File: src/logic/rfr_defines.vh
// Register offsets, field positions, reset values and widths of the fault record register bank
`ifndef RFR_DEFINES_VH
`define RFR_DEFINES_VH

// Register byte offsets on the bus
`define RFR_LOG_BASE_LO 8'h58
`define RFR_LOG_BASE_HI 8'h5C
`define RFR_SLOT_W0 8'h80
`define RFR_SLOT_W1 8'h84
`define RFR_SLOT_W2 8'h88
`define RFR_SLOT_W3 8'h8C
`define RFR_ACT_BASE_LO 8'h90
`define RFR_ACT_BASE_HI 8'h94
`define RFR_STATUS 8'h98
`define RFR_CAP 8'h9C

// Fault record slot field positions (bit index within the 128-bit slot)
`define RFR_VALID_BIT 127
`define RFR_KIND_BIT 126
`define RFR_ATYPE_HI 125
`define RFR_ATYPE_LO 124
`define RFR_REASON_HI 103
`define RFR_REASON_LO 96
`define RFR_REQID_HI 79
`define RFR_REQID_LO 64
`define RFR_INFO_HI 63
`define RFR_INFO_LO 12
`define RFR_IRINDEX_LO 48

// Log base register fields
`define RFR_SIZE_HI 11
`define RFR_SIZE_LO 9
`define RFR_BASE_LO 12

// Host and guest address widths
`define RFR_HOST_AW 48
`define RFR_GUEST_AW 48

// Status and capability bit positions
`define RFR_ST_PENDING 0
`define RFR_ST_BUSY 1
`define RFR_CAP_DEVTLB 0
`define RFR_CAP_ADVLOG 1

// Reset values
`define RFR_LOG_BASE_RST 64'h0000_0000_0000_0000
`define RFR_SLOT_RST 128'h0000_0000_0000_0000_0000_0000_0000_0000

// Fault reason codes at or above this value are interrupt-remapping faults
`define RFR_IR_REASON_MIN 8'h20

`endif

File: src/logic/rfr_wb_slave.v
// Classic Wishbone slave front end producing one-cycle register strobes
`timescale 1ns/1ns
module rfr_wb_slave (
  // Clock and reset
  input wire clk,
  input wire rst,
  // Wishbone
  input wire wbCyc,
  input wire wbStb,
  input wire wbWe,
  output wire wbAck,
  // Register strobes
  output wire regWrite,
  output wire regRead
);
  reg ack_r;

  // Ack one cycle after request, then drop for one cycle
  always @(posedge clk or posedge rst) begin
    if (rst) begin
      ack_r <= 1'b0;
    end else begin
      ack_r <= wbCyc & wbStb & ~ack_r;
    end
  end

  assign wbAck = ack_r;
  assign regWrite = wbCyc & wbStb & wbWe & ~ack_r;
  assign regRead = wbCyc & wbStb & ~wbWe & ~ack_r;
endmodule

File: src/logic/rfr_slot_writer.v
// Sequencer that writes a captured fault into the record slot word by word
`timescale 1ns/1ns
`include "rfr_defines.vh"
module rfr_slot_writer (
  // Clock and reset
  input wire clk,
  input wire rst,
  // Capture request
  input wire start,
  // Sequencer state
  output wire busy,
  output wire [1:0] wordSel,
  output wire wordWe,
  output wire setValid
);
  localparam ST_IDLE = 2'd0;
  localparam ST_WORDS = 2'd1;
  localparam ST_FLAG = 2'd2;

  reg [1:0] state_r;
  reg [1:0] state_nxt;
  reg [1:0] word_r;
  reg [1:0] word_nxt;

  always @* begin
    state_nxt = state_r;
    word_nxt = word_r;
    case (state_r)
      ST_IDLE: begin
        word_nxt = 2'd0;
        if (start) begin
          state_nxt = ST_WORDS;
        end
      end
      ST_WORDS: begin
        word_nxt = word_r + 2'd1;
        if (word_r == 2'd3) begin
          state_nxt = ST_FLAG;
        end
      end
      ST_FLAG: begin
        state_nxt = ST_IDLE;
      end
      default: begin
        state_nxt = ST_IDLE;
      end
    endcase
  end

  always @(posedge clk or posedge rst) begin
    if (rst) begin
      state_r <= ST_IDLE;
      word_r <= 2'd0;
    end else begin
      state_r <= state_nxt;
      word_r <= word_nxt;
    end
  end

  assign busy = (state_r != ST_IDLE);
  assign wordSel = word_r;
  assign wordWe = (state_r == ST_WORDS);
  assign setValid = (state_r == ST_FLAG);
endmodule

File: src/logic/rfr_fault_regs.v
// Fault record slot and advanced fault log base registers behind classic Wishbone
// Operation
// RULE1 - Copy request address type into slot
// RULE2 - No device cache: address type reads zero
// RULE3 - Address type meaningful only for valid DMA faults
// RULE4 - Store eight-bit fault reason code
// RULE5 - Store sixteen-bit requester identifier
// RULE6 - DMA faults store page address in info
// RULE7 - Info bits above guest width read zero
// RULE8 - Interrupt faults: index high, middle bits cleared
// RULE9 - Slot may update as separate words
// RULE10 - Software checks pending flag or valid first
// RULE11 - No advanced logging: log base reads zero
// RULE12 - Log base holds 4KB-aligned region address
// RULE13 - Base bits above host width unimplemented
// RULE14 - Log fields latch only on set-pointer command
// RULE15 - Log size is two-power times 4KB
// RULE16 - Log fields read back last written value
// RULE17 - Valid flag set last, write-one clears
// RULE18 - Request kind: zero write, one read
// RULE19 - Slot contents sticky except power-good reset
// RULE20 - Reserved bits read zero, ignore writes
`timescale 1ns/1ns
`include "rfr_defines.vh"
module rfr_fault_regs (
  // Clock and resets
  input wire clk,
  input wire rst,
  input wire powerGoodRst,
  // Wishbone slave
  input wire wbCyc,
  input wire wbStb,
  input wire wbWe,
  input wire [7:0] wbAdr,
  input wire [3:0] wbSel,
  input wire [31:0] wbDatW,
  output reg [31:0] wbDatR,
  output wire wbAck,
  // Capability straps
  input wire deviceTlbSupport,
  input wire advancedLogCapability,
  // Fault capture
  input wire faultValid,
  input wire faultIsWrite,
  input wire [1:0] faultAddressType,
  input wire [7:0] faultReason,
  input wire [15:0] faultRequesterId,
  input wire [51:0] faultPageAddr,
  input wire [15:0] faultIrIndex,
  output wire faultReady,
  // Log pointer command and latched log region
  input wire setLogPointerCmd,
  output reg [63:0] logRegionBase,
  output reg [2:0] logRegionSizeExp,
  output reg [31:0] logRegionPages,
  // Primary pending flag
  output wire primaryPendingFlag
);
  // ******************************************************************
  // Strap capture and bus front end
  // ******************************************************************
  reg tlbCap_r;
  reg advCap_r;
  reg capDone_r;
  wire regWrite;
  wire regRead;

  // Straps are sampled once after reset release
  always @(posedge clk or posedge rst) begin
    if (rst) begin
      tlbCap_r <= 1'b0;
      advCap_r <= 1'b0;
      capDone_r <= 1'b0;
    end else if (!capDone_r) begin
      tlbCap_r <= deviceTlbSupport;
      advCap_r <= advancedLogCapability;
      capDone_r <= 1'b1;
    end
  end

  rfr_wb_slave uBus (
    .clk(clk),
    .rst(rst),
    .wbCyc(wbCyc),
    .wbStb(wbStb),
    .wbWe(wbWe),
    .wbAck(wbAck),
    .regWrite(regWrite),
    .regRead(regRead)
  );

  // ******************************************************************
  // Byte-lane write merge
  // ******************************************************************
  function [31:0] laneMerge;
    input [31:0] oldVal;
    input [31:0] newVal;
    input [3:0] sel;
    integer i;
    begin
      for (i = 0; i < 4; i = i + 1) begin
        laneMerge[i*8 +: 8] = sel[i] ? newVal[i*8 +: 8] : oldVal[i*8 +: 8];
      end
    end
  endfunction

  // ******************************************************************
  // Advanced fault log base register
  // ******************************************************************
  reg [63:0] logBase_r;
  wire [63:0] logBaseMask;

  // Implemented bits: size 11:9 and base 47:12
  assign logBaseMask = {{(64-`RFR_HOST_AW){1'b0}}, {(`RFR_HOST_AW-`RFR_BASE_LO){1'b1}},
    3'b111, 9'h000}; // RULE13 RULE20

  always @(posedge clk or posedge rst) begin
    if (rst) begin
      logBase_r <= `RFR_LOG_BASE_RST;
    end else if (regWrite && advCap_r) begin
      if (wbAdr == `RFR_LOG_BASE_LO) begin
        logBase_r[31:0] <= laneMerge(logBase_r[31:0], wbDatW, wbSel) & logBaseMask[31:0]; // RULE16
      end else if (wbAdr == `RFR_LOG_BASE_HI) begin
        logBase_r[63:32] <= laneMerge(logBase_r[63:32], wbDatW, wbSel) & logBaseMask[63:32]; // RULE16
      end
    end
  end

  // Active region changes only on the set-log-pointer command
  always @(posedge clk or posedge rst) begin
    if (rst) begin
      logRegionBase <= 64'h0000_0000_0000_0000;
      logRegionSizeExp <= 3'h0;
      logRegionPages <= 32'h0000_0001;
    end else if (setLogPointerCmd && advCap_r) begin // RULE14
      logRegionBase <= {logBase_r[63:`RFR_BASE_LO], 12'h000}; // RULE12
      logRegionSizeExp <= logBase_r[`RFR_SIZE_HI:`RFR_SIZE_LO];
      logRegionPages <= 32'h0000_0001 << logBase_r[`RFR_SIZE_HI:`RFR_SIZE_LO]; // RULE15
    end
  end

  // ******************************************************************
  // Fault record slot
  // ******************************************************************
  reg [127:0] slot_r;
  reg [127:0] stage_r;
  reg [127:0] stageNxt;
  wire seqBusy;
  wire [1:0] wordSel;
  wire wordWe;
  wire setValid;
  wire isIrFault;
  wire clearValid;
  wire [63:0] dmaInfo;
  wire [63:0] guestMask;

  assign isIrFault = (faultReason >= `RFR_IR_REASON_MIN);
  assign guestMask = {{(64-`RFR_GUEST_AW){1'b0}}, {`RFR_GUEST_AW{1'b1}}};
  assign dmaInfo = {faultPageAddr, 12'h000} & guestMask; // RULE6 RULE7

  // Collapse new faults while a record is held or being written
  assign faultReady = ~slot_r[`RFR_VALID_BIT] & ~seqBusy;

  always @* begin
    stageNxt = 128'h0;
    stageNxt[`RFR_KIND_BIT] = ~faultIsWrite; // RULE18
    if (tlbCap_r && !isIrFault) begin
      stageNxt[`RFR_ATYPE_HI:`RFR_ATYPE_LO] = faultAddressType; // RULE1 RULE2 RULE3
    end
    stageNxt[`RFR_REASON_HI:`RFR_REASON_LO] = faultReason; // RULE4
    stageNxt[`RFR_REQID_HI:`RFR_REQID_LO] = faultRequesterId; // RULE5
    if (isIrFault) begin
      stageNxt[`RFR_INFO_HI:`RFR_IRINDEX_LO] = faultIrIndex; // RULE8
    end else begin
      stageNxt[`RFR_INFO_HI:`RFR_INFO_LO] = dmaInfo[63:12];
    end
  end

  rfr_slot_writer uSeq (
    .clk(clk),
    .rst(rst),
    .start(faultValid & faultReady),
    .busy(seqBusy),
    .wordSel(wordSel),
    .wordWe(wordWe),
    .setValid(setValid)
  );

  assign clearValid = regWrite && (wbAdr == `RFR_SLOT_W3) && wbSel[3] && wbDatW[31];

  always @(posedge clk or posedge rst) begin
    if (rst) begin
      stage_r <= `RFR_SLOT_RST;
    end else if (faultValid && faultReady) begin
      stage_r <= stageNxt;
    end
  end

  // Sticky: only power-good reset clears the slot
  always @(posedge clk or posedge powerGoodRst) begin
    if (powerGoodRst) begin
      slot_r <= `RFR_SLOT_RST; // RULE19
    end else begin
      if (wordWe) begin
        slot_r[wordSel*32 +: 31] <= stage_r[wordSel*32 +: 31]; // RULE9
        if (wordSel != 2'd3) begin
          slot_r[wordSel*32 + 31] <= stage_r[wordSel*32 + 31];
        end
      end
      if (setValid) begin
        slot_r[`RFR_VALID_BIT] <= 1'b1; // RULE17
      end else if (clearValid) begin
        slot_r[`RFR_VALID_BIT] <= 1'b0; // RULE17
      end
    end
  end

  assign primaryPendingFlag = slot_r[`RFR_VALID_BIT]; // RULE10

  // ******************************************************************
  // Read mux
  // ******************************************************************
  always @(posedge clk or posedge rst) begin
    if (rst) begin
      wbDatR <= 32'h0000_0000;
    end else if (regRead) begin
      case (wbAdr)
        `RFR_LOG_BASE_LO: wbDatR <= advCap_r ? logBase_r[31:0] : 32'h0000_0000; // RULE11
        `RFR_LOG_BASE_HI: wbDatR <= advCap_r ? logBase_r[63:32] : 32'h0000_0000; // RULE11
        `RFR_SLOT_W0: wbDatR <= slot_r[31:0];
        `RFR_SLOT_W1: wbDatR <= slot_r[63:32];
        `RFR_SLOT_W2: wbDatR <= slot_r[95:64];
        `RFR_SLOT_W3: wbDatR <= slot_r[127:96];
        `RFR_ACT_BASE_LO: wbDatR <= logRegionBase[31:0];
        `RFR_ACT_BASE_HI: wbDatR <= logRegionBase[63:32];
        `RFR_STATUS: wbDatR <= {30'h0, seqBusy, slot_r[`RFR_VALID_BIT]};
        `RFR_CAP: wbDatR <= {30'h0, advCap_r, tlbCap_r};
        default: wbDatR <= 32'h0000_0000;
      endcase
    end
  end
endmodule

File: config.mk
export PLATFORM = sky130hd
export DESIGN_NAME = rfr_fault_regs
export DESIGN_NICKNAME = d
export VERILOG_FILES = /design/src/logic/rfr_wb_slave.v /design/src/logic/rfr_slot_writer.v /design/src/logic/rfr_fault_regs.v
export VERILOG_INCLUDE_DIRS = /design/src /design/src/logic
export SDC_FILE = /design/constraint.sdc
export NUM_CORES = 1
export LEC_CHECK = 0
export BUFFER_PORTS_ARGS = -buffer_cell sky130_fd_sc_hd__buf_2
export CAP_MARGIN = 30
export CORE_AREA = 2 2 167 169
export DETAILED_ROUTE_END_ITERATION = 8
export DIE_AREA = 0 0 169 171
export PLACE_DENSITY_LB_ADDON = 0.15
export SYNTH_ARGS = -nofsm -noshare
export SYNTH_HDL_FRONTEND = slang
export SYNTH_SLANG_ARGS = --single-unit
export TNS_END_PERCENT = 100
File: constraint.sdc
create_clock -name clk -period 11.97 [get_ports clk]
set_input_delay 1.197 -clock clk [delete_from_list [all_inputs] [get_ports clk]]
set_output_delay 1.197 -clock clk [all_outputs]
set_load 0.005 [all_outputs]
==> summary.txt, run 1 <==
Worst setup path
  – Critical path data arrival time: 3.69 ns
  – Critical path start-end classification: input pin to register
  – Worst-path fanout max: 27
  – Data required time of the worst path: 12.37 ns
  – R2R setup slack: 8.93 ns
  – Worst flop-to-flop path endpoint: slot_r[123]$_DFFE_PP0P_
  – Type of element launching the critical path: input pin
  – Worst reg2reg startpoint: uSeq.wordSel[0]$_DFFE_PP0P_
  – Critical Path End Type: register
  – Reg2reg path depth: 6

Final layout
  – Filler-free cell count of the finished design: 1882
  – Final net count: 1670
  – Number of antenna cells inserted: 0
  – Fraction of layout instances using a drive strength above 1: 0.284
  – Area added between synthesis and finish: 15.7%

Place
  – Final weighted congestion of routability-driven global placement: 0.845
  – Final HPWL DP: 26900 µm
  – # port buffers: 214
  – Post-Place Cells: 1821

Clock tree
  – CTS tree: done
  – CTS Buf Count: 36
  – Count of hold-fix buffers inserted at cts: 0
  – Num Clock Sinks: 333
  – Post-CTS setup buffers: 0
  – H-tree levels: 2
  – Clock transition time at the flip-flop clock pins of the worst setup and hold paths: 0.06 ns
  – Number of cells upsized or downsized after cts: 0
  – Deepest clock path buffer count: 3
  – Master cell of the clock root buffer: sky130_fd_sc_hd__clkbuf_16
  – Worst-Skew Late Latency: 0.52 ns

Synth
  – Largest cells by area after synthesis: sky130_fd_sc_hd__dfrtp_1, sky130_fd_sc_hd__mux2_2, sky130_fd_sc_hd__a22o_1, sky130_fd_sc_hd__o21ai_0, sky130_fd_sc_hd__nand2_1
  – Post-synthesis sequential area ratio: 0.555
  – Synth Area in XOR/XNOR: 0
  – Proportion of register bits with asynchronous set or reset after synthesis: 1.00
  – Number of enable-type register cells in the synthesized netlist: 0
  – Number of synthesized register bits: 333
  – Yosys top cell by area: sky130_fd_sc_hd__dfrtp_1
  – Warnings, synthesis: 0
  – Dominant combinational cell family by area after synthesis: compound AO/OA/AOI/OAI gates
  – Mapped Avg Cell Area: 11.3 µm²
  – Compound-cell area share of the yosys netlist: 0.164
  – Share of synthesized area spent on multiplexers: 0.124
  – Mapped Area: 0.0150 mm²
  – Proportion of netlist area held by the largest area contributor: 0.553
  – Post-synthesis instance total: 1323
  – Number of distinct library cells after synthesis: 61
  – Area fraction in and, or, nand and nor cells after synthesis: 0.0973
  – Predominant post-synthesis flop cell: sky130_fd_sc_hd__dfrtp_1
  – Fraction of the mapped netlist area in adder cells: 0.00667

Global route
  – Total grt overflow: 0
  – All-layer global routing usage: 0.277
  – Number of antenna violations at the first check in global routing: 0
  – First-pass GRT wire length: 62100 µm
  – Pin count of the biggest net entering global routing: 132
  – Number of global-route vias before repair: 10800

Run status
  – Run status: complete, no violations

STA
  – Layout Skew: 0.0199 ns
  – Final setup vio count: 0
  – Relative max-transition margin: 0.322
  – Fin crit share: 0.275
  – Number of hold violations in the final report: 0
  – Worst-margin pin slew: 1.01 ns
  – Total negative slack: 0 ns
  – Max Freq: 304 MHz
  – Final Max Slew Viols: 0
  – Time the worst path needs with I/O delays and setup: 3.29 ns
  – Setup repair after global routing missed its margin: false

Floorplan
  – # IOs: 283
  – Area of the die: 0.0289 mm²
  – Initial core utilization: 0.549
  – Die span in y: 171 µm
  – Number of cell rows: 61
  – Core region area: 0.0273 mm²
  – Die Span X: 169 µm

Routing
  – Post-detailed-route wirelength per cell: 21.2 µm
  – Via count of the routed design: 11300
  – Total wire length: 39800 µm
  – # DRC: 0
  – Detailed router's first-iteration violation count: 1006
  – Count of antenna-violating nets left after detailed routing: 0
  – Pre-antenna DRT Iters: 6
  – Via density: 6.00

Power and ir drop
  – IR Drop Worst-Case VDD: 81.7 µV
  – Power per cell area: 135 mW/mm²
  – Static Leak: 0.00846 µW

Run
  – Max-cap violations: 0

Worst hold path
  – Hold Crit Start: stage_r[31]$_DFFE_PP0P_
  – Worst hold path type: register to register
  – Worst Hold Endpoint: stage_r[31]$_DFFE_PP0P_
  – Hold Path Cell Cnt: 2
Yosys cell counts, types with 8 or more instances:
library cell and instances:
sky130_fd_sc_hd__nor2_1 50, sky130_fd_sc_hd__ha_1 8, sky130_fd_sc_hd__inv_1 8, sky130_fd_sc_hd__mux2_2 115, sky130_fd_sc_hd__buf_4 54, sky130_fd_sc_hd__clkbuf_1 52, sky130_fd_sc_hd__a32oi_1 13, sky130_fd_sc_hd__nor3_1 14
sky130_fd_sc_hd__a221oi_1 21, sky130_fd_sc_hd__mux2i_1 47, sky130_fd_sc_hd__dfrtp_1 332, sky130_fd_sc_hd__nand2_1 189, sky130_fd_sc_hd__a22oi_1 25, sky130_fd_sc_hd__o21ai_0 145, sky130_fd_sc_hd__buf_2 22, sky130_fd_sc_hd__a22o_1 107
sky130_fd_sc_hd__a21oi_1 24
worst max-delay path by stage:
stage / start / to / slack [ns] / cells past startpoint
after floorplan: rst / advCap_r$_DFFE_PP0N_ / 5.18 / 1
after global placement: wbAdr[3] / logBase_r[36]$_DFFE_PP0P_ / 8.18 / 5
after detailed placement: wbAdr[3] / logBase_r[33]$_DFFE_PP0P_ / 8.19 / 5
after CTS: wbAdr[3] / logBase_r[33]$_DFFE_PP0P_ / 8.71 / 5
after global routing: wbAdr[3] / logBase_r[33]$_DFFE_PP0P_ / 8.63 / 5
final: wbAdr[3] / logBase_r[33]$_DFFE_PP0P_ / 8.68 / 5
worst max-delay path: stages:
cell and delay [ns]:
sky130_fd_sc_hd__buf_2 0.61, sky130_fd_sc_hd__and4bb_2 0.58, sky130_fd_sc_hd__and3_1 0.63, sky130_fd_sc_hd__nand4_4 0.29, sky130_fd_sc_hd__mux2_2 0.35
layout by cell type, fill, tap and decap left out, types with 24 or more instances in the layout:
cell	Yosys	routed
sky130_fd_sc_hd__nand2_1	189	187
sky130_fd_sc_hd__mux2_2	115	115
sky130_fd_sc_hd__buf_2	22	214
sky130_fd_sc_hd__a22o_1	107	107
sky130_fd_sc_hd__o21ai_0	145	145
sky130_fd_sc_hd__clkbuf_16	0	37
sky130_fd_sc_hd__a21oi_1	24	24
sky130_fd_sc_hd__nor2_1	50	49
sky130_fd_sc_hd__conb_1	2	53
sky130_fd_sc_hd__mux2i_1	47	47
sky130_fd_sc_hd__dfrtp_1	332	331
sky130_fd_sc_hd__a22oi_1	25	25
stage by stage:
step            util  instance area, µm²  power, µW  setup slack [ns]  hold WS, ns
2_1_floorplan      -               15200       1250              5.18        0.442
3_3_place_gp   0.592               16200       1300              8.18        0.457
3_5_place_dp   0.595               16300       1300              8.19        0.466
4_1_cts        0.636               17400       2360              8.71        0.479
5_1_grt        0.636               17400       2420              8.63        0.501
6_report       0.636               17400       2340              8.68        0.476
state kept, by name, indices dropped and copies added (netlist names):
name	cells
logBase_r	39
capDone_r	1
logRegionPages	8
slot_r	128
logRegionBase	36
wbDatR	32
tlbCap_r	1
logRegionSizeExp	3
advCap_r	1
stage_r	79
uSeq.wordSel	2
uSeq.state_r	2
uBus.wbAck	1
area by class of cell:
class / instances / area [µm²]
well taps: 346 / 433
clock inverters: 10 / 80.1
clock buffers: 51 / 1040
inverters: 9 / 43.8
multi-input cells: 895 / 6130
flip-flops and latches: 333 / 8340
repair buffers: 238 / 1310
fillers: 2206 / 9950
layer usage:
metal  track usage  vias up  wire [µm]
met5             0        -          0
met4        0.0740        0        859
met3        0.0523       70       3530
met2         0.400      558      17000
met1         0.431     5563      18500
li1              -     5093          -
power breakdown:
part,total (µW),switching [µW],internal [µW]
clock,1060,435,624
combinational,134,89.3,44.8
sequential,1150,8.94,1140
logic make-up after synthesis:
group | Yosys count
fa+ha+maj | 8
simple gates | 310
buf+inv | 146
other cells | 2
flops | 333
mux | 167
compound gates | 357
No activity file was read; power rests on OpenSTA's default activity.
==> run 2: changes to the inputs <==
Settings changed: CORE_AREA 2 2 167 169 to 2 2 177 179, DIE_AREA 0 0 169 171 to 0 0 179 181.
Clock period 11.97 ns to 2.6 ns, I/O delays scaled along.
==> summary.txt, run 2 (synthesis gave the netlist of run 1 again) <==
Run status
  – Run status: complete, no violations

Final layout
  – Number of antenna cells inserted: 0
  – Fraction of layout instances using a drive strength above 1: 0.283
  – Register Area: 0.00834 mm²
  – Final net count: 1793
  – Regs by FF count: slot_r: 128 flops, stage_r: 79 flops, logBase_r: 39 flops
  – Design Area, Final: 0.0188 mm²
  – Highest-count cells in the layout ignoring fill and taps: sky130_fd_sc_hd__dfrtp_1, sky130_fd_sc_hd__buf_2, sky130_fd_sc_hd__nand2_1, sky130_fd_sc_hd__o21ai_0, sky130_fd_sc_hd__mux2_2
  – Largest register FFs: 128
  – Leading cell type in the layout, fill and taps excluded: sky130_fd_sc_hd__dfrtp_1
  – Area added between synthesis and finish: 25.0%
  – Register bank with the most flops: slot_r
  – Area occupied by multi-input gates: 0.00611 mm²
  – # fillers: 2526

Run
  – Max-cap violations: 0

Worst setup path
  – Critical path data arrival time: 2.58 ns
  – Type of element launching the critical path: register
  – Worst-path fanout max: 32
  – Critical path start-end classification: register to register
  – Critical Path End Type: register
  – Data required time of the worst path: 3.04 ns

Global route
  – Number of antenna violations at the first check in global routing: 0
  – First-pass GRT wire length: 64700 µm
  – Number of global-route vias before repair: 11500
  – All-layer global routing usage: 0.256
  – Total grt overflow: 0
  – Pin count of the biggest net entering global routing: 135

Routing
  – Pre-antenna DRT Iters: 5
  – Via density: 5.62
  – Via count of the routed design: 11600
  – # DRC: 0
  – Post-detailed-route wirelength per cell: 20.0 µm
  – Total wire length: 41200 µm
  – Count of antenna-violating nets left after detailed routing: 0
  – Detailed router's first-iteration violation count: 903

STA
  – Setup repair after global routing missed its margin: false
  – Relative max-transition margin: 0.447
  – Worst-margin pin slew: 0.821 ns
  – Layout Skew: 0.0132 ns
  – Max Freq: 469 MHz
  – Final Max Slew Viols: 0
  – Number of hold violations in the final report: 0
  – Final setup vio count: 0
  – Time the worst path needs with I/O delays and setup: 2.13 ns
  – Fin crit share: 0.820

Clock tree
  – H-tree levels: 2
  – Post-CTS setup buffers: 0
  – Count of hold-fix buffers inserted at cts: 95
  – Deepest clock path buffer count: 3
  – Clock transition time at the flip-flop clock pins of the worst setup and hold paths: 0.06 ns
  – Num Clock Sinks: 333
  – Number of cells upsized or downsized after cts: 0
  – Worst-Skew Late Latency: 0.52 ns
  – Master cell of the clock root buffer: sky130_fd_sc_hd__clkbuf_16
  – CTS tree: done
  – CTS Buf Count: 37

Floorplan
  – Initial core utilization: 0.495
  – Die Span X: 179 µm
  – Number of cell rows: 64
  – # IOs: 283
  – Area of the die: 0.0324 mm²
  – Core region area: 0.0303 mm²
  – Die span in y: 181 µm

Power and ir drop
  – IR Drop Worst-Case VDD: 390 µV
  – Total power consumption of the routed design: 11400 µW
  – Power per cell area: 610 mW/mm²
  – Static Leak: 0.00907 µW

Place
  – Placed cell areas: 0.0165 mm²
  – # port buffers: 214
  – Final HPWL DP: 28500 µm
  – Final weighted congestion of routability-driven global placement: 0.827

Worst hold path
  – Worst hold path type: input pin to register
## run 2: cell types whose count changed in the layout (fill, tap and decap cells not counted), sizes merged
cell,before,now
inv,9,8
bufinv,1,3
clkinvlp,2,3
clkinv,7,8
buf,238,265
clkbuf,51,54
dlygate4sd3,0,95
## run 2: cell type report
| class | count | area share |
|---|---|---|
| repair buffers | 360 | 0.133 |
| clock inverters | 13 | 0.00780 |
| clock buffers | 54 | 0.0604 |
| well taps | 396 | 0.0264 |
| inverters | 9 | 0.00220 |
| flip-flops and latches | 333 | 0.444 |
| multi-input cells | 895 | 0.326 |
## run 2: metal layers
metal  wire [µm]  global-route usage  vias up
met5           0                   0        -
met4         592              0.0501        0
met3        2890              0.0381       48
met2       17700               0.379      450
met1       20000               0.399     5746
li1            -                   -     5325
## run 2: path summary, 6_finish.rpt
path,depth (start not counted),end,slack (ns),startpoint
worst max-delay path,6,slot_r[114]$_DFFE_PP0P_,0.47,uSeq.state_r[1]$_DFFE_PP0P_
worst min-delay path,3,stage_r[32]$_DFFE_PP0P_,0.002,faultPageAddr[20]
worst max register to register,6,slot_r[114]$_DFFE_PP0P_,0.47,uSeq.state_r[1]$_DFFE_PP0P_
worst min register to register,2,logRegionPages[7]$_DFFE_PP0P_,0.47,logRegionPages[7]$_DFFE_PP0P_
max in group asynchronous,4,wbDatR[20]$_DFFE_PP0P_,1.52,rst
min in group asynchronous,3,logRegionSizeExp[0]$_DFFE_PP0P_,0.25,rst
## run 2: worst max-delay path, cell delays in order (launching register included)
cell,delay [ns]
sky130_fd_sc_hd__dfrtp_1,0.44
sky130_fd_sc_hd__nor2b_1,0.45
sky130_fd_sc_hd__nand2_1,0.15
sky130_fd_sc_hd__buf_4,0.30
sky130_fd_sc_hd__nor4_4,0.18
sky130_fd_sc_hd__buf_4,0.35
sky130_fd_sc_hd__a22o_1,0.19
## run 2: per-stage QoR
stage                     std cells   util  hold WS (ns)  setup TNS (ns)  worst slack (ns)
final                          2060  0.618       0.00180               0             0.468
after global routing           2060  0.618       0.00431               0             0.265
after CTS                      2060  0.618      0.000215               0             0.476
after detailed placement       1898  0.545         0.213               0             0.438
after global placement         1898  0.545         0.210               0             0.457
after floorplan                1374      -         0.372          -64.76            -0.317
## run 2: power breakdown
| group | switching (µW) | internal (µW) |
|---|---|---|
| Combinational | 422 | 323 |
| Sequential | 46.7 | 5240 |
| Clock | 2080 | 3320 |
==> run 3: changes to the inputs <==
Settings changed: ABC_AREA set to 1, CORE_AREA 2 2 177 179 to 2 2 181 183, DIE_AREA 0 0 179 181 to 0 0 183 185.
Clock period 2.6 ns to 1.9 ns, I/O delays scaled along.
==> summary.txt, run 3 <==
Routing
  – Top routing layer in use: met4
  – Met3 Routed Length: 3580 µm
  – Pre-antenna DRT Iters: 7
  – # DRC: 0
  – Via density: 5.26
  – Total wire length: 47800 µm
  – Count of antenna-violating nets left after detailed routing: 0
  – Total routed wire length on the met1 layer: 22200 µm
  – Via count of the routed design: 14500
  – Met2 routed wirelength: 21100 µm
  – Detailed router's first-iteration violation count: 1440
  – Post-detailed-route wirelength per cell: 17.3 µm

Final layout
  – Design Area, Final: 0.0201 mm²
  – Final Util: 0.628
  – Number of antenna cells inserted: 0
  – Final net count: 2485
  – Fraction of layout instances using a drive strength above 1: 0.176
  – # fillers: 2763
  – Largest register FFs: 128
  – Leading cell type in the layout, fill and taps excluded: sky130_fd_sc_hd__nand2_1
  – Highest-count cells in the layout ignoring fill and taps: sky130_fd_sc_hd__nand2_1, sky130_fd_sc_hd__dfrtp_1, sky130_fd_sc_hd__o21ai_0, sky130_fd_sc_hd__buf_2, sky130_fd_sc_hd__inv_1
  – Register bank with the most flops: slot_r
  – Area added between synthesis and finish: 24.5%
  – Regs by FF count: slot_r: 128 flops, stage_r: 79 flops, logBase_r: 39 flops

STA
  – Max Freq: 564 MHz
  – Worst-margin pin slew: 0.681 ns
  – Time the worst path needs with I/O delays and setup: 1.77 ns
  – Fin crit share: 0.933
  – Setup repair after global routing missed its margin: false
  – Number of hold violations in the final report: 0
  – Relative max-transition margin: 0.545
  – Final setup vio count: 0
  – Total negative slack: 0 ns
  – Layout Skew: 0.0164 ns
  – Final Max Slew Viols: 0

Global route
  – Number of global-route vias before repair: 14100
  – Number of antenna violations at the first check in global routing: 0
  – First-pass GRT wire length: 76200 µm
  – Pin count of the biggest net entering global routing: 76
  – All-layer global routing usage: 0.285
  – Total grt overflow: 0

Synth
  – Number of synthesized register bits: 333
  – Mapped Area: 0.0162 mm²
  – Proportion of netlist area held by the largest area contributor: 0.514
  – Number of enable-type register cells in the synthesized netlist: 0
  – Commonest cells in the netlist: sky130_fd_sc_hd__nand2_1, sky130_fd_sc_hd__dfrtp_1, sky130_fd_sc_hd__o21ai_0, sky130_fd_sc_hd__inv_1, sky130_fd_sc_hd__nand3_1
  – Post-synthesis instance total: 1993
  – Area fraction in and, or, nand and nor cells after synthesis: 0.237
  – Share of synthesized area spent on multiplexers: 0.000697
  – Predominant post-synthesis flop cell: sky130_fd_sc_hd__dfrtp_1
  – Number of distinct library cells after synthesis: 39
  – Fraction of the mapped netlist area in adder cells: 0.00620
  – Compound-cell area share of the yosys netlist: 0.131
  – Mapped Avg Cell Area: 8.11 µm²
  – Yosys top cell by area: sky130_fd_sc_hd__dfrtp_1
  – Dominant combinational cell family by area after synthesis: simple AND/OR/NAND/NOR gates
  – Cell with the most instances after synthesis: sky130_fd_sc_hd__nand2_1
  – Largest cells by area after synthesis: sky130_fd_sc_hd__dfrtp_1, sky130_fd_sc_hd__nand2_1, sky130_fd_sc_hd__o21ai_0, sky130_fd_sc_hd__inv_1, sky130_fd_sc_hd__nand3_1
  – Synth Area in XOR/XNOR: 0
  – Post-synthesis sequential area ratio: 0.516
  – Warnings, synthesis: 0
  – Proportion of register bits with asynchronous set or reset after synthesis: 1.00

Worst setup path
  – Critical path start-end classification: register to register
  – Type of element launching the critical path: register
  – Critical Path End Type: register
  – Worst-path fanout max: 16
  – Critical path data arrival time: 2.14 ns
  – Data required time of the worst path: 2.27 ns

Floorplan
  – Number of cell rows: 66
  – Die span in y: 185 µm
  – # IOs: 283
  – Die Span X: 183 µm
  – Initial core utilization: 0.504
  – Area of the die: 0.0339 mm²
  – Core region area: 0.0320 mm²

Place
  – Final weighted congestion of routability-driven global placement: 0.870
  – Final HPWL DP: 32100 µm
  – # port buffers: 214
  – Placed cell areas: 0.0177 mm²

Clock tree
  – CTS tree: done
  – Deepest clock path buffer count: 3
  – Clock transition time at the flip-flop clock pins of the worst setup and hold paths: 0.07 ns
  – Worst-Skew Late Latency: 0.51 ns
  – Num Clock Sinks: 333
  – H-tree levels: 2
  – CTS Buf Count: 37
  – Master cell of the clock root buffer: sky130_fd_sc_hd__clkbuf_16

Run status
  – Run status: complete, no violations

Power and ir drop
  – Static Leak: 0.0102 µW
  – IR Drop Worst-Case VDD: 534 µV
  – Power per cell area: 796 mW/mm²

Worst hold path
  – Worst hold path type: input pin to register

Run
  – Max-cap violations: 0
run 3: kinds of logic after synthesis:
family,after synthesis
AND/OR/NAND/NOR,890
AO/OA/AOI/OAI,380
buffers and inverters,379
flip-flops,333
adder cells (fa/ha/maj),8
other,2
multiplexers,1
run 3: final timing paths:
kind	from	endpoint	slack, ns	depth (start not counted)
min	wbSel[3]	logBase_r[29]$_DFFE_PP0P_	0.1	3
min in group asynchronous	rst	stage_r[101]$_DFFE_PP0P_	0.21	3
min reg2reg	wbDatR[23]$_DFFE_PP0P_	wbDatR[23]$_DFFE_PP0P_	0.47	2
max in group asynchronous	powerGoodRst	slot_r[121]$_DFFE_PP0P_	0.97	4
max reg2reg	uSeq.wordSel[0]$_DFFE_PP0P_	slot_r[58]$_DFFE_PP0P_	0.13	6
max	uSeq.wordSel[0]$_DFFE_PP0P_	slot_r[58]$_DFFE_PP0P_	0.13	6
run 3: per-layer routing:
layer / GRT usage / vias up
li1: - / 6914
met1: 0.425 / 6929
met2: 0.445 / 617
met3: 0.0395 / 71
met4: 0.0653 / 0
met5: 0 / -
run 3: final cells by class:
type	count	area, µm²	share of cell area
clock buffers	48	1050	0.0521
clock inverters	16	159	0.00790
inverters	222	847	0.0421
multi-input cells	1332	6270	0.312
flip-flops and latches	333	8340	0.415
well taps	408	510	0.0254
repair buffers	402	2940	0.146
run 3: where the power goes:
| group | switching [µW] | total, µW | leakage [µW] | internal, µW |
|---|---|---|---|---|
| clock network | 2890 | 7170 | 0.000611 | 4290 |
| registers | 126 | 7440 | 0.00411 | 7320 |
| logic | 843 | 1390 | 0.00544 | 543 |
run 3: timing repair:
| action | CTS | global route |
|---|---|---|
| setup buffers | 0 | 0 |
| hold buffers | 117 | 0 |
| resized for setup | 0 | 6 |
| endpoints found under the hold margin | 154 | 0 |
| setup endpoints to repair | 0 | 35 |
run 3: stage by stage:
stage / total power (µW) / hold WS (ns) / instances / setup WS [ns]
finish: 16000 / 0.0955 / 2761 / 0.128
floorplan: 8280 / 0.300 / 2044 / -0.947
global placement: 8720 / 0.186 / 2580 / 0.124
global route: 16500 / 0.109 / 2761 / 0.0188
CTS: 16100 / 0.0872 / 2761 / 0.0554
detailed placement: 8740 / 0.189 / 2580 / 0.0753
run 3: worst max-delay path: stages (launching register included):
cell	delay, ns
sky130_fd_sc_hd__dfrtp_2	0.44
sky130_fd_sc_hd__inv_4	0.13
sky130_fd_sc_hd__ha_2	0.35
sky130_fd_sc_hd__nand2_1	0.16
sky130_fd_sc_hd__nor2_4	0.05
sky130_fd_sc_hd__inv_2	0.31
sky130_fd_sc_hd__o21ai_0	0.18
